==> src/pkg/its_pkg.sv <==
// constants for the interrupt and trap sequencer
package its_pkg;
  // register byte offsets on the register bus
  localparam logic [7:0] REG_DTB = 8'h00;
  localparam logic [7:0] REG_PSW = 8'h04;
  localparam logic [7:0] REG_CFG = 8'h08;
  localparam logic [7:0] REG_ISP = 8'h0c;
  localparam logic [7:0] REG_MOD = 8'h10;
  localparam logic [7:0] REG_SB = 8'h14;
  localparam logic [7:0] REG_PC = 8'h18;
  localparam logic [7:0] REG_STAT = 8'h1c;
  // reset values
  localparam logic [31:0] DTB_RST = 32'h0000_0000;
  localparam logic [15:0] PSW_RST = 16'h0000;
  localparam logic [3:0] CFG_RST = 4'h0;
  localparam logic [31:0] ISP_RST = 32'h0000_0000;
  // status word bit positions
  localparam int PSW_T = 1;
  localparam int PSW_U = 8;
  localparam int PSW_S = 9;
  localparam int PSW_P = 10;
  localparam int PSW_I = 11;
  // configuration bit positions
  localparam int CFG_VEC = 0;
  localparam int CFG_COP0 = 1;
  // processor bus status codes
  localparam logic [3:0] ST_ACK_MASTER = 4'h4;
  localparam logic [3:0] ST_ACK_CASC = 4'h5;
  localparam logic [3:0] ST_DATA = 4'ha;
  // acknowledge addresses, then program base offset in module
  localparam logic [23:0] ACK_NONVEC_ADDR = 24'hffff00;
  localparam logic [23:0] ACK_VEC_ADDR = 24'hfffe00;
  localparam logic [23:0] PB_OFFSET = 24'h000008;
  // transfer sizes
  localparam logic [1:0] SZ_BYTE = 2'h0;
  localparam logic [1:0] SZ_WORD = 2'h1;
  localparam logic [1:0] SZ_DWORD = 2'h2;
  // vectors
  localparam logic [7:0] VEC_NMI = 8'h01;
  localparam logic [7:0] VEC_NONVEC = 8'h00;
  localparam logic [7:0] VEC_ABORT = 8'h02;
  localparam logic [7:0] VEC_TRACE = 8'h09;
  localparam logic [7:0] CASC_LOW = 8'hf0;
  // trap request index: slave, illegal, svc, div0, flag, bpt, undefined
  localparam int NTRAP = 7;
  localparam int TR_SLAVE = 0;
  localparam int TR_UND = 6;
  localparam logic [7:0] TRAP_VEC [NTRAP] = '{8'h03, 8'h04, 8'h05,
    8'h06, 8'h07, 8'h08, 8'h0a};
  typedef enum {K_TRAP, K_ABORT, K_NMI, K_INT, K_TRACE} its_kind_e;
  typedef enum {S_IDLE, S_ACK, S_CADDR, S_CVEC, S_PPSW, S_DESC, S_SB,
    S_PB, S_FLUSH, S_PMOD, S_PRET} its_state_e;
endpackage

==> src/logic/its_sequencer.sv <==
// interrupt and trap sequencer with register bus slave
//
// Summary of operation
// - serve traps, then abort, then nmi, then maskable, trace last.
// - start on nmi falling edge, or maskable level with enable bit set.
// - interrupts begin at instruction boundary or interruptible string point.
// - unfinished string: clear pending bit, return to its first byte.
// - interrupts copy status, then clear stack, user, trace, pending, enable.
// - nmi reads discard byte at ffff00 status 0100, vector 1.
// - non-vectored maskable reads discard byte at ffff00, vector 0.
// - vectored reads byte at fffe00; non-negative byte is vector.
// - bytes -16..-1 fetch cascade address, then read vector status 0101.
// - more negative acknowledge bytes are reserved; the code takes them as plain vectors.
// - push saved status as 16 bits, then run service.
// - read descriptor at vector times four plus table base.
// - load module, read static base, pc from module+8 plus offset.
// - flush queue, push module 16 bits, return address 32 bits.
// - non-trace traps restore stack pointer and status first.
// - trap vectors slave 3, illegal 4, svc 5, ... undefined 10.
// - traps clear stack, user, pending, trace; keep enable; return first byte.
// - trace clears pending, saves, clears stack, user, trace, vector 9.
// - abort restores sp, clears pending and enable too, vector 2.
// - disabled coprocessor instruction raises undefined trap, no bus talk.
// - coprocessor quit bit set takes slave trap at once.
// - trace enable copied to pending at start; pending at end traps.
// - configuration bit selects non-vectored (0) or vectored (1) mode.
//
// Decided for this implementation: the AHB-Lite interface to the registers and the register offsets.
`timescale 1ns/1ps
`default_nettype none
module its_sequencer
  import its_pkg::*;
(
  // clock and reset
  input wire logic mclk,
  input wire logic rst,
  // register bus
  input wire logic hsel,
  input wire logic [31:0] haddr,
  input wire logic [1:0] htrans,
  input wire logic hwrite,
  input wire logic [2:0] hsize,
  input wire logic [31:0] hwdata,
  input wire logic hready,
  output logic hreadyout,
  output logic hresp,
  output logic [31:0] hrdata,
  // request pins, active low
  input wire logic nmi_n,
  input wire logic int_n,
  // execution core
  input wire logic inst_start,
  input wire logic inst_end,
  input wire logic boundary,
  input wire logic string_incomplete,
  input wire logic [23:0] cur_inst_addr,
  input wire logic [23:0] next_inst_addr,
  input wire logic [NTRAP-1:0] trap_req,
  input wire logic abort_req,
  input wire logic cop_instr,
  input wire logic [2:0] cop_sel,
  input wire logic cop_status_valid,
  input wire logic [31:0] cop_status,
  output logic cop_go,
  output logic sp_restore,
  output logic queue_flush,
  output logic pc_load,
  output logic [23:0] new_pc,
  output logic seq_busy,
  output logic [15:0] processor_status_word,
  // processor bus master
  output logic pb_req,
  output logic [23:0] pb_addr,
  output logic [3:0] pb_status,
  output logic [1:0] pb_size,
  output logic pb_write,
  output logic [31:0] pb_wdata,
  input wire logic [31:0] pb_rdata,
  input wire logic pb_done,
  input wire logic pb_abort
);

  its_state_e state_reg;
  its_kind_e kind_reg;
  logic [31:0] dispatch_table_base;
  logic [3:0] cfg_reg;
  logic [31:0] isp_reg;
  logic [15:0] psw_start_reg;
  logic [15:0] psw_tmp_reg;
  logic [15:0] module_register;
  logic [31:0] static_base_register;
  logic [15:0] desc_off_reg;
  logic [23:0] ret_addr_reg;
  logic [7:0] vec_reg;
  logic [31:0] casc_reg;
  logic [NTRAP-1:0] trap_pend_reg;
  logic abort_pend_reg;
  logic nmi_pend_reg;
  logic trc_pend_reg;
  logic nmi_s1, nmi_s2, nmi_s3, int_s1, int_s2;
  logic [NTRAP-1:0] trap_set;
  logic [NTRAP-1:0] trap_pick;
  logic [7:0] trap_vec;
  logic take_trap, take_abort, take_nmi, take_int, take_trc, idle;
  logic bus_abort, wr_pend, ah_fire;
  logic [7:0] wr_addr;

  ////////////////////////////////////////////////////////////////////////
  // pin synchronisers; edge detect reads only settled stages
  always_ff @(posedge mclk or posedge rst) begin
    if (rst) begin
      nmi_s1 <= 1'b1;
      nmi_s2 <= 1'b1;
      nmi_s3 <= 1'b1;
      int_s1 <= 1'b1;
      int_s2 <= 1'b1;
    end else begin
      nmi_s1 <= nmi_n;
      nmi_s2 <= nmi_s1;
      nmi_s3 <= nmi_s2;
      int_s1 <= int_n;
      int_s2 <= int_s1;
    end
  end

  ////////////////////////////////////////////////////////////////////////
  // request selection
  assign idle = (state_reg == S_IDLE);
  assign bus_abort = pb_req & pb_abort;
  // no bus talk for a disabled coprocessor; quit aborts the protocol
  assign cop_go = cop_instr & cfg_reg[CFG_COP0 + 32'(cop_sel[1:0])];

  always_comb begin
    trap_pick = '0;
    trap_vec = TRAP_VEC[0];
    for (int i = NTRAP - 1; i >= 0; i--) begin
      if (trap_pend_reg[i]) begin
        trap_pick = '0;
        trap_pick[i] = 1'b1;
        trap_vec = TRAP_VEC[i];
      end
    end
  end

  // traps and abort come from the instruction itself, so no boundary wait
  assign take_trap = idle & (|trap_pend_reg);
  assign take_abort = idle & ~take_trap & abort_pend_reg;
  assign take_nmi = idle & boundary & ~(|trap_pend_reg) & ~abort_pend_reg
    & nmi_pend_reg;
  assign take_int = idle & boundary & ~(|trap_pend_reg) & ~abort_pend_reg
    & ~nmi_pend_reg & ~int_s2 & processor_status_word[PSW_I];
  assign take_trc = idle & boundary & ~(|trap_pend_reg) & ~abort_pend_reg
    & ~nmi_pend_reg & ~(~int_s2 & processor_status_word[PSW_I])
    & trc_pend_reg;

  generate
    for (genvar g = 0; g < NTRAP; g++) begin : g_trap
      if (g == TR_SLAVE) begin : g_s
        assign trap_set[g] = trap_req[g]
          | (cop_status_valid & cop_status[0]);
      end else if (g == TR_UND) begin : g_u
        assign trap_set[g] = trap_req[g] | (cop_instr & ~cop_go);
      end else begin : g_o
        assign trap_set[g] = trap_req[g];
      end
      // a new request wins over the clear of the same cycle
      always_ff @(posedge mclk or posedge rst) begin
        if (rst) begin
          trap_pend_reg[g] <= 1'b0;
        end else begin
          trap_pend_reg[g] <= (trap_pend_reg[g] & ~(take_trap & trap_pick[g]))
            | trap_set[g];
        end
      end
    end
  endgenerate

  always_ff @(posedge mclk or posedge rst) begin
    if (rst) begin
      abort_pend_reg <= 1'b0;
      nmi_pend_reg <= 1'b0;
      trc_pend_reg <= 1'b0;
    end else begin
      abort_pend_reg <= (abort_pend_reg & ~take_abort) | abort_req
        | bus_abort;
      nmi_pend_reg <= (nmi_pend_reg & ~take_nmi)
        | (nmi_s3 & ~nmi_s2);
      trc_pend_reg <= (trc_pend_reg & ~take_trc)
        | (inst_end & processor_status_word[PSW_P]);
    end
  end

  ////////////////////////////////////////////////////////////////////////
  // status word: sequencer first, then trace copy, then software
  always_ff @(posedge mclk or posedge rst) begin
    if (rst) begin
      processor_status_word <= PSW_RST;
      psw_tmp_reg <= PSW_RST;
      psw_start_reg <= PSW_RST;
    end else begin
      if (inst_start) begin
        psw_start_reg <= processor_status_word;
      end
      if (take_trap) begin
        psw_tmp_reg <= psw_start_reg;
        processor_status_word <= psw_start_reg & ~(16'(1) << PSW_S)
          & ~(16'(1) << PSW_U) & ~(16'(1) << PSW_P)
          & ~(16'(1) << PSW_T);
      end else if (take_abort || take_trc) begin
        psw_tmp_reg <= processor_status_word & ~(16'(1) << PSW_P);
        processor_status_word <= processor_status_word & ~(16'(1) << PSW_S)
          & ~(16'(1) << PSW_U) & ~(16'(1) << PSW_T) & ~(16'(1) << PSW_P)
          & ~(16'(take_abort) << PSW_I);
      end else if (take_nmi || take_int) begin
        psw_tmp_reg <= processor_status_word
          & ~(16'(string_incomplete) << PSW_P);
        processor_status_word <= processor_status_word & ~(16'(1) << PSW_S)
          & ~(16'(1) << PSW_U) & ~(16'(1) << PSW_T) & ~(16'(1) << PSW_P)
          & ~(16'(1) << PSW_I);
      end else if (inst_start) begin
        processor_status_word[PSW_P] <=
          processor_status_word[PSW_T];
      end else if (wr_pend && wr_addr == REG_PSW) begin
        processor_status_word <= hwdata[15:0];
      end
    end
  end

  ////////////////////////////////////////////////////////////////////////
  // sequence state machine
  always_ff @(posedge mclk or posedge rst) begin
    if (rst) begin
      state_reg <= S_IDLE;
      kind_reg <= K_TRAP;
      vec_reg <= 8'h00;
      ret_addr_reg <= 24'h000000;
      casc_reg <= 32'h0000_0000;
      module_register <= 16'h0000;
      static_base_register <= 32'h0000_0000;
      desc_off_reg <= 16'h0000;
      new_pc <= 24'h000000;
      isp_reg <= ISP_RST;
    end else begin
      if (wr_pend && wr_addr == REG_ISP) begin
        isp_reg <= hwdata;
      end
      case (state_reg)
        S_IDLE: begin
          if (take_trap) begin
            kind_reg <= K_TRAP;
            vec_reg <= trap_vec;
            ret_addr_reg <= cur_inst_addr;
            state_reg <= S_PPSW;
          end else if (take_abort) begin
            kind_reg <= K_ABORT;
            vec_reg <= VEC_ABORT;
            ret_addr_reg <= cur_inst_addr;
            state_reg <= S_PPSW;
          end else if (take_nmi || take_int) begin
            kind_reg <= take_nmi ? K_NMI : K_INT;
            ret_addr_reg <= string_incomplete ? cur_inst_addr
              : next_inst_addr;
            state_reg <= S_ACK;
          end else if (take_trc) begin
            kind_reg <= K_TRACE;
            vec_reg <= VEC_TRACE;
            ret_addr_reg <= next_inst_addr;
            state_reg <= S_PPSW;
          end
        end
        S_ACK: begin
          if (pb_done) begin
            if (kind_reg == K_NMI) begin
              vec_reg <= VEC_NMI;
              state_reg <= S_PPSW;
            end else if (!cfg_reg[CFG_VEC]) begin
              vec_reg <= VEC_NONVEC;
              state_reg <= S_PPSW;
            end else if (pb_rdata[7:0] >= CASC_LOW) begin
              vec_reg <= pb_rdata[7:0];
              state_reg <= S_CADDR;
            end else begin
              // reserved negatives are taken as plain vectors
              vec_reg <= pb_rdata[7:0];
              state_reg <= S_PPSW;
            end
          end
        end
        S_CADDR: begin
          if (pb_done) begin
            casc_reg <= pb_rdata;
            state_reg <= S_CVEC;
          end
        end
        S_CVEC: begin
          if (pb_done) begin
            vec_reg <= pb_rdata[7:0];
            state_reg <= S_PPSW;
          end
        end
        S_PPSW: begin
          if (pb_done) begin
            isp_reg <= isp_reg - 32'd2;
            state_reg <= S_DESC;
          end
        end
        S_DESC: begin
          if (pb_done) begin
            module_register <= pb_rdata[15:0];
            desc_off_reg <= pb_rdata[31:16];
            state_reg <= S_SB;
          end
        end
        S_SB: begin
          if (pb_done) begin
            static_base_register <= pb_rdata;
            state_reg <= S_PB;
          end
        end
        S_PB: begin
          if (pb_done) begin
            new_pc <= pb_rdata[23:0] + 24'(desc_off_reg);
            state_reg <= S_FLUSH;
          end
        end
        S_FLUSH: begin
          state_reg <= S_PMOD;
        end
        S_PMOD: begin
          if (pb_done) begin
            isp_reg <= isp_reg - 32'd2;
            state_reg <= S_PRET;
          end
        end
        S_PRET: begin
          if (pb_done) begin
            isp_reg <= isp_reg - 32'd4;
            state_reg <= S_IDLE;
          end
        end
        default: begin
          state_reg <= S_IDLE;
        end
      endcase
      // an aborted bus cycle drops the sequence; abort is then served
      if (bus_abort) begin
        state_reg <= S_IDLE;
      end
    end
  end

  always_ff @(posedge mclk or posedge rst) begin
    if (rst) begin
      sp_restore <= 1'b0;
    end else begin
      sp_restore <= take_trap | take_abort;
    end
  end

  assign queue_flush = (state_reg == S_FLUSH);
  assign pc_load = (state_reg == S_FLUSH);
  assign seq_busy = ~idle;

  ////////////////////////////////////////////////////////////////////////
  // processor bus cycle request for the current step
  always_comb begin
    pb_req = 1'b1;
    pb_addr = 24'h000000;
    pb_status = ST_DATA;
    pb_size = SZ_DWORD;
    pb_write = 1'b0;
    pb_wdata = 32'h0000_0000;
    case (state_reg)
      S_ACK: begin
        pb_addr = (kind_reg == K_INT && cfg_reg[CFG_VEC]) ? ACK_VEC_ADDR
          : ACK_NONVEC_ADDR;
        pb_status = ST_ACK_MASTER;
        pb_size = SZ_BYTE;
      end
      S_CADDR: begin
        pb_addr = 24'(dispatch_table_base + {{22{vec_reg[7]}}, vec_reg,
          2'b00});
      end
      S_CVEC: begin
        pb_addr = casc_reg[23:0];
        pb_status = ST_ACK_CASC;
        pb_size = SZ_BYTE;
      end
      S_PPSW: begin
        pb_addr = 24'(isp_reg - 32'd2);
        pb_size = SZ_WORD;
        pb_write = 1'b1;
        pb_wdata = {16'h0000, psw_tmp_reg};
      end
      S_DESC: begin
        pb_addr = 24'(dispatch_table_base + {22'h000000, vec_reg,
          2'b00});
      end
      S_SB: begin
        pb_addr = {8'h00, module_register};
      end
      S_PB: begin
        pb_addr = {8'h00, module_register} + PB_OFFSET;
      end
      S_PMOD: begin
        pb_addr = 24'(isp_reg - 32'd2);
        pb_size = SZ_WORD;
        pb_write = 1'b1;
        pb_wdata = {16'h0000, module_register};
      end
      S_PRET: begin
        pb_addr = 24'(isp_reg - 32'd4);
        pb_write = 1'b1;
        pb_wdata = {8'h00, ret_addr_reg};
      end
      default: begin
        pb_req = 1'b0;
      end
    endcase
  end

  ////////////////////////////////////////////////////////////////////////
  // register bus slave, zero wait states
  assign hreadyout = 1'b1;
  assign hresp = 1'b0;
  assign ah_fire = hsel & htrans[1] & hready;

  always_ff @(posedge mclk or posedge rst) begin
    if (rst) begin
      wr_pend <= 1'b0;
      wr_addr <= 8'h00;
      hrdata <= 32'h0000_0000;
    end else begin
      wr_pend <= ah_fire & hwrite & (haddr[31:8] == 24'h000000);
      wr_addr <= haddr[7:0];
      if (ah_fire && !hwrite) begin
        if (haddr[31:8] != 24'h000000) begin
          hrdata <= 32'h0000_0000;
        end else if (haddr[7:0] == REG_DTB) begin
          hrdata <= dispatch_table_base;
        end else if (haddr[7:0] == REG_PSW) begin
          hrdata <= {16'h0000, processor_status_word};
        end else if (haddr[7:0] == REG_CFG) begin
          hrdata <= {28'h0000000, cfg_reg};
        end else if (haddr[7:0] == REG_ISP) begin
          hrdata <= isp_reg;
        end else if (haddr[7:0] == REG_MOD) begin
          hrdata <= {16'h0000, module_register};
        end else if (haddr[7:0] == REG_SB) begin
          hrdata <= static_base_register;
        end else if (haddr[7:0] == REG_PC) begin
          hrdata <= {8'h00, new_pc};
        end else if (haddr[7:0] == REG_STAT) begin
          hrdata <= {19'h00000, nmi_pend_reg, abort_pend_reg, seq_busy,
            ~idle & ~pb_req, 1'b0, vec_reg};
        end else begin
          hrdata <= 32'h0000_0000;
        end
      end
    end
  end

  always_ff @(posedge mclk or posedge rst) begin
    if (rst) begin
      dispatch_table_base <= DTB_RST;
      cfg_reg <= CFG_RST;
    end else if (wr_pend) begin
      if (wr_addr == REG_DTB) begin
        dispatch_table_base <= hwdata;
      end else if (wr_addr == REG_CFG) begin
        cfg_reg <= hwdata[3:0];
      end
    end
  end

  ////////////////////////////////////////////////////////////////////////
  // checks
  a_prio_trap_first: assert property (@(posedge mclk) disable iff (rst)
    idle && (|trap_pend_reg) && abort_pend_reg |=> kind_reg == K_TRAP
    && abort_pend_reg) else $error("abort taken before trap");
  a_nmi_ack_cycle: assert property (@(posedge mclk) disable iff (rst)
    state_reg == S_ACK && kind_reg == K_NMI |-> pb_addr == 24'hffff00
    && pb_status == 4'h4 && pb_size == SZ_BYTE)
    else $error("bad nmi acknowledge");
  a_nmi_vector_one: assert property (@(posedge mclk) disable iff (rst)
    state_reg == S_ACK && kind_reg == K_NMI && pb_done && !pb_abort
    |=> vec_reg == 8'h01 && state_reg == S_PPSW)
    else $error("nmi vector not one");
  a_int_clears_bits: assert property (@(posedge mclk) disable iff (rst)
    take_int |=> !processor_status_word[PSW_I] && !processor_status_word[PSW_S]
    && !processor_status_word[PSW_T] && psw_tmp_reg[PSW_I])
    else $error("interrupt status clear wrong");
  a_trap_keeps_ie: assert property (@(posedge mclk) disable iff (rst)
    take_trap |=> processor_status_word[PSW_I] == $past(psw_start_reg[PSW_I])
    && sp_restore) else $error("trap changed enable");
  a_desc_address: assert property (@(posedge mclk) disable iff (rst)
    state_reg == S_DESC |-> pb_addr == 24'(dispatch_table_base
    + 32'(vec_reg) * 4)) else $error("descriptor address wrong");
  a_trace_copy: assert property (@(posedge mclk) disable iff (rst)
    inst_start && !take_trap && !take_abort && !take_nmi && !take_int
    && !take_trc |=> processor_status_word[PSW_P]
    == $past(processor_status_word[PSW_T])) else $error("trace copy");
  a_cop_undefined: assert property (@(posedge mclk) disable iff (rst)
    cop_instr && !cop_go |=> trap_pend_reg[TR_UND] || kind_reg == K_TRAP)
    else $error("disabled coprocessor not trapped");
  a_quit_slave: assert property (@(posedge mclk) disable iff (rst)
    cop_status_valid && cop_status[0] |=> trap_pend_reg[TR_SLAVE]
    || vec_reg == 8'h03) else $error("quit not trapped");
  a_psw_push_word: assert property (@(posedge mclk) disable iff (rst)
    state_reg == S_PPSW |-> pb_write && pb_size == SZ_WORD
    && pb_wdata[15:0] == psw_tmp_reg) else $error("status push wrong");
  a_flush_then_push: assert property (@(posedge mclk) disable iff (rst)
    queue_flush |=> state_reg == S_PMOD ##0 pb_wdata[15:0] == module_register)
    else $error("flush order wrong");

endmodule
`default_nettype wire

==> config.mk <==
export PLATFORM = sky130hd
export DESIGN_NAME = its_sequencer
export DESIGN_NICKNAME = d
export VERILOG_FILES = /design/src/pkg/its_pkg.sv /design/src/logic/its_sequencer.sv
export SDC_FILE = /design/constraint.sdc
export NUM_CORES = 1
export LEC_CHECK = 0
export BUFFER_PORTS_ARGS = -buffer_cell sky130_fd_sc_hd__clkbuf_2
export CORE_MARGIN = 2
export CORE_UTILIZATION = 35
export CTS_BUF_LIST = sky130_fd_sc_hd__clkbuf_8
export DETAILED_ROUTE_END_ITERATION = 10
export GPL_TIMING_DRIVEN = 0
export PLACE_DENSITY = 0.63
export SYNTH_ARGS = -nofsm -noshare
export SYNTH_HDL_FRONTEND = slang
export SYNTH_SLANG_ARGS = --single-unit
export TNS_END_PERCENT = 20
==> constraint.sdc <==
create_clock -name mclk -period 10.5 [get_ports mclk]
set_clock_uncertainty 0.05 [all_clocks]
set_input_delay 1.05 -clock mclk [delete_from_list [all_inputs] [get_ports mclk]]
set_output_delay 1.05 -clock mclk [all_outputs]
set_load 0.01 [all_outputs]
==> run_results.csv <==
group,metric,value,unit
outcome,run_status,"completed",
floorplanning,fp.coreArea,52700,µm²
critical_path,critical_path_required,9.40,ns
timing,setup_repair_after_global_routing_missed_its_margin,"no",
clocking,clock-sinks,324,
logic_synthesis,post_synth_mux_area_share,13.4,%
clocking,cts_resized,0,
global_route,grt_antenna_before_repair,4,
logic_synthesis,fraction_of_synthesis_flops_using_an_asynchronous_set_or_reset_pin,100,%
timing,period_needed,5.57,ns
timing,tightestPinTransition,1.17,ns
timing,layout_worst_path_cycle_share,53.1,%
timing,final-setup-viol-count,0,
finish,final_nets,2558,
timing,max_freq,0.180,GHz
clocking,cts_max_path_buffers,3,
detailed_routing,route.detailed.wl_per_inst,26.6,µm
global_route,track_usage,28.6,%
global_route,grt_pass1_vias,17755,
finish,fillCellCount,5185,
critical_path,critical_path.max_fanout,10,
detailed_routing,detail_route.wirelength,81.3,mm
finish,post-route-util,43.0,%
global_route,grt_start_max_net_pins,130,
detailed_routing,route.antenna.remaining_nets,0,
logic_synthesis,yosysWarningCount,0,
logic_synthesis,compound_gate_portion_of_the_synthesized_area,18.7,%
worst_hold_path,hold_path.startpoint,"int_s1$_DFF_PP1_",
finish,synthToLayoutAreaGrowth,21.2,%
critical_path,worst-setup-path-type,"reg -> out",
critical_path,rr_startpoint,"state_reg[1]$_DFFE_PP0P_",
floorplanning,io_pins,350,
global_route,grt_overflow_total,0,
logic_synthesis,yosysUniqueCellTypes,92,
clocking,cts-buffers-inserted,60,
detailed_routing,via_count,18208,
worst_hold_path,hp-class,"reg -> reg",
timing,whs,0.301,ns
clocking,clk_transition_reported_paths,0.06,ns
finish,finalInstanceArea,22600,µm²
floorplanning,die_area,55200,µm²
finish,ff_latch_area,8110,µm²
placement,place_hpwl,63.9,mm
detailed_routing,routed_via_density,5.95,
logic_synthesis,dominant_combinational_cell_family_by_area_after_synthesis,"compound AO/OA/AOI/OAI gates",
timing,report.final.hold_viol_count,0,
logic_synthesis,postSynthRegisterBits,324,
detailed_routing,post-route-drc-count,0,
global_route,busiest_layer,"met2",
floorplanning,die_height,235,µm
global_route,met3_usage,8.19,%
clocking,clk-insertion-delay-late,0.68,ns
critical_path,worst_setup_path_end_kind,"output port",
timing,maxSlewViolCount,0,
clocking,clock_tree.root_cell,"sky130_fd_sc_hd__clkbuf_8",
logic_synthesis,post_synth_edffs,0,
detailed_routing,drt_first_pass_iters,10,
placement,routabilityCongestion,0.974,
logic_synthesis,postSynth.topFlopCell,"sky130_fd_sc_hd__dfrtp_1",
clocking,htree_num_levels,2,
clocking,post_cts_hold_buffer_count,0,
power_and_ir_drop,totalPowerFinal,6.16,mW
clocking,cts_tree,"yes",
placement,io_buffer_count,302,
placement,area_after_dpl,21200,µm²
detailed_routing,drtIter0Drc,2071,
critical_path,startpoint_type,"register",
floorplanning,placement_rows,84,
logic_synthesis,postSynthCellCount,1946,
critical_path,setup.reg_to_reg.worst_slack,6.55,ns
logic_synthesis,postSynthAreaPerCell,9.60,µm²
clocking,postCtsSetupBuffers,0,
logic_synthesis,synth_xor_area_share,1.73,%
logic_synthesis,yosys.area_share.simple,16.4,%
logic_synthesis,post_synth_design_cell_area,18700,µm²
timing,worst_slew_margin_rel,21.5,%
global_route,globalRouteMet2Util,43.7,%
floorplanning,floorplan.initialDensity,35.5,%
timing,tns,0,ns
run,cap_violations,0,
power_and_ir_drop,pwrdens,272,nW/µm²
global_route,grt_first_pass_wirelength,118,mm
logic_synthesis,synth.yosys.seq_area_share,43.4,%
finish,drive_above_1_share,26.4,%
logic_synthesis,adder_cell_area_share_of_the_yosys_netlist,2.09,%
global_route,grt_util_met1,38.4,%
power_and_ir_drop,vdd_ir_drop_max,0.107,mV
finish,multi_input_comb_area,9820,µm²
floorplanning,die_width,235,µm
power_and_ir_drop,cellLeakagePower,10.3,nW
critical_path,critical_path.startpoint,"state_reg[1]$_DFFE_PP0P_",
critical_path,critPathArrivalTime,4.47,ns
[routing by layer]
metal  wire (µm)  vias up  part of all wire (%)
met5           0        -                     0
met4        3090        0                   3.8
met3        8650      172                    11
met2       35800      999                    44
met1       33700     9064                    42
li1            -     7973                     -
[synthesized netlist by cell type, types with 24 or more instances]
library cell / count / area share (%)
sky130_fd_sc_hd__clkbuf_1: 96 / 1.9
sky130_fd_sc_hd__mux2_2: 146 / 8.8
sky130_fd_sc_hd__mux2i_1: 72 / 3.9
sky130_fd_sc_hd__inv_1: 46 / 0.92
sky130_fd_sc_hd__xnor2_1: 29 / 1.4
sky130_fd_sc_hd__a22oi_1: 30 / 1.2
sky130_fd_sc_hd__a31oi_1: 24 / 0.80
sky130_fd_sc_hd__nor3_1: 49 / 1.3
sky130_fd_sc_hd__a21oi_1: 137 / 3.7
sky130_fd_sc_hd__nand4_1: 25 / 0.84
sky130_fd_sc_hd__nor4_1: 27 / 0.90
sky130_fd_sc_hd__nor2_1: 139 / 2.8
sky130_fd_sc_hd__a21o_1: 24 / 0.96
sky130_fd_sc_hd__ha_1: 28 / 1.9
sky130_fd_sc_hd__nand2_1: 213 / 4.3
sky130_fd_sc_hd__dfrtp_1: 319 / 43
sky130_fd_sc_hd__nand3_1: 41 / 1.1
sky130_fd_sc_hd__o21ai_0: 116 / 3.1
[layout make-up]
class,instances,area share (%)
Multi-Input combinational cell,1453,43.4
Sequential cell,324,35.8
Timing Repair Buffer,305,6.97
Clock buffer,75,4.56
Tap cell,688,3.80
Buffer,129,2.66
Clock inverter,36,1.91
Inverter,48,0.829
Antenna cell,2,0.0221
[report_power, final]
group	total, mW	switching (mW)	internal (mW)	leakage, nW
registers	2.14	0.506	1.63	3.99
logic	2.52	1.56	0.964	5.49
clock network	1.49	0.599	0.893	0.796
total	6.16	2.67	3.49	10.3
[worst paths after layout]
check,to,cells past startpoint
max,pb_addr[12],10
min,int_s2$_DFF_PP1_,0
max reg2reg,ret_addr_reg[3]$_DFFE_PP0P_,8
min reg2reg,int_s2$_DFF_PP1_,0
max in group asynchronous,static_base_register[25]$_DFFE_PP0P_,3
min in group asynchronous,ret_addr_reg[19]$_DFFE_PP0P_,2
[cells in the final DEF (no fill, tap or decap), types with 13 or more instances in the layout]
cell type                  synthesis  final
sky130_fd_sc_hd__a21o_1           24     24
sky130_fd_sc_hd__a211o_1          14     14
sky130_fd_sc_hd__a211oi_1         13     13
sky130_fd_sc_hd__nand4_1          25     25
sky130_fd_sc_hd__nand2_1         213    213
sky130_fd_sc_hd__o211ai_1         16     16
sky130_fd_sc_hd__a22o_1           21     21
sky130_fd_sc_hd__o21ai_0         116    116
sky130_fd_sc_hd__and2_1           17     17
sky130_fd_sc_hd__and3_1           19     19
sky130_fd_sc_hd__buf_4            14     14
sky130_fd_sc_hd__xnor2_1          29     29
sky130_fd_sc_hd__nor2b_1          13     13
sky130_fd_sc_hd__a22oi_1          30     30
sky130_fd_sc_hd__mux2_2          146    146
sky130_fd_sc_hd__nor2_1          139    139
sky130_fd_sc_hd__clkbuf_2          0    302
sky130_fd_sc_hd__clkbuf_1         96     96
sky130_fd_sc_hd__dfrtp_1         319    319
sky130_fd_sc_hd__inv_1            46     58
sky130_fd_sc_hd__nand3_1          41     41
sky130_fd_sc_hd__ha_1             28     28
sky130_fd_sc_hd__nor4_1           27     27
sky130_fd_sc_hd__a222oi_1         19     19
sky130_fd_sc_hd__nand2b_1         14     14
sky130_fd_sc_hd__mux2i_1          72     72
sky130_fd_sc_hd__a31oi_1          24     24
sky130_fd_sc_hd__clkbuf_8          3     78
sky130_fd_sc_hd__nor3_1           49     48
sky130_fd_sc_hd__a21oi_1         137    137
[critical path, stage by stage (launching register included)]
cell and delay [ns]:
sky130_fd_sc_hd__dfrtp_1 0.35, sky130_fd_sc_hd__clkbuf_1 0.27, sky130_fd_sc_hd__nand2b_1 0.26, sky130_fd_sc_hd__nor2_1 0.68, sky130_fd_sc_hd__nor2_1 0.46, sky130_fd_sc_hd__inv_1 0.21, sky130_fd_sc_hd__clkbuf_1 0.55, sky130_fd_sc_hd__o21ai_0 0.43
sky130_fd_sc_hd__o211ai_1 0.25, sky130_fd_sc_hd__a211o_1 0.20, sky130_fd_sc_hd__clkbuf_2 0.15
[through the flow]
stage          instances  setup slack [ns]
6_report            3060              4.93
5_1_grt             3060              4.88
4_1_cts             3058              5.02
3_5_place_dp        2947              5.74
3_3_place_gp        2944             -3.20
2_1_floorplan       1954             0.439
[kinds of logic after synthesis]
kind of cell	after synthesis
adder cells (fa/ha/maj)	30
flip-flops	324
buffers and inverters	177
AND/OR/NAND/NOR	628
AO/OA/AOI/OAI	524
other	2
XOR/XNOR	37
multiplexers	224
No activity file was read; power rests on OpenSTA's default activity.
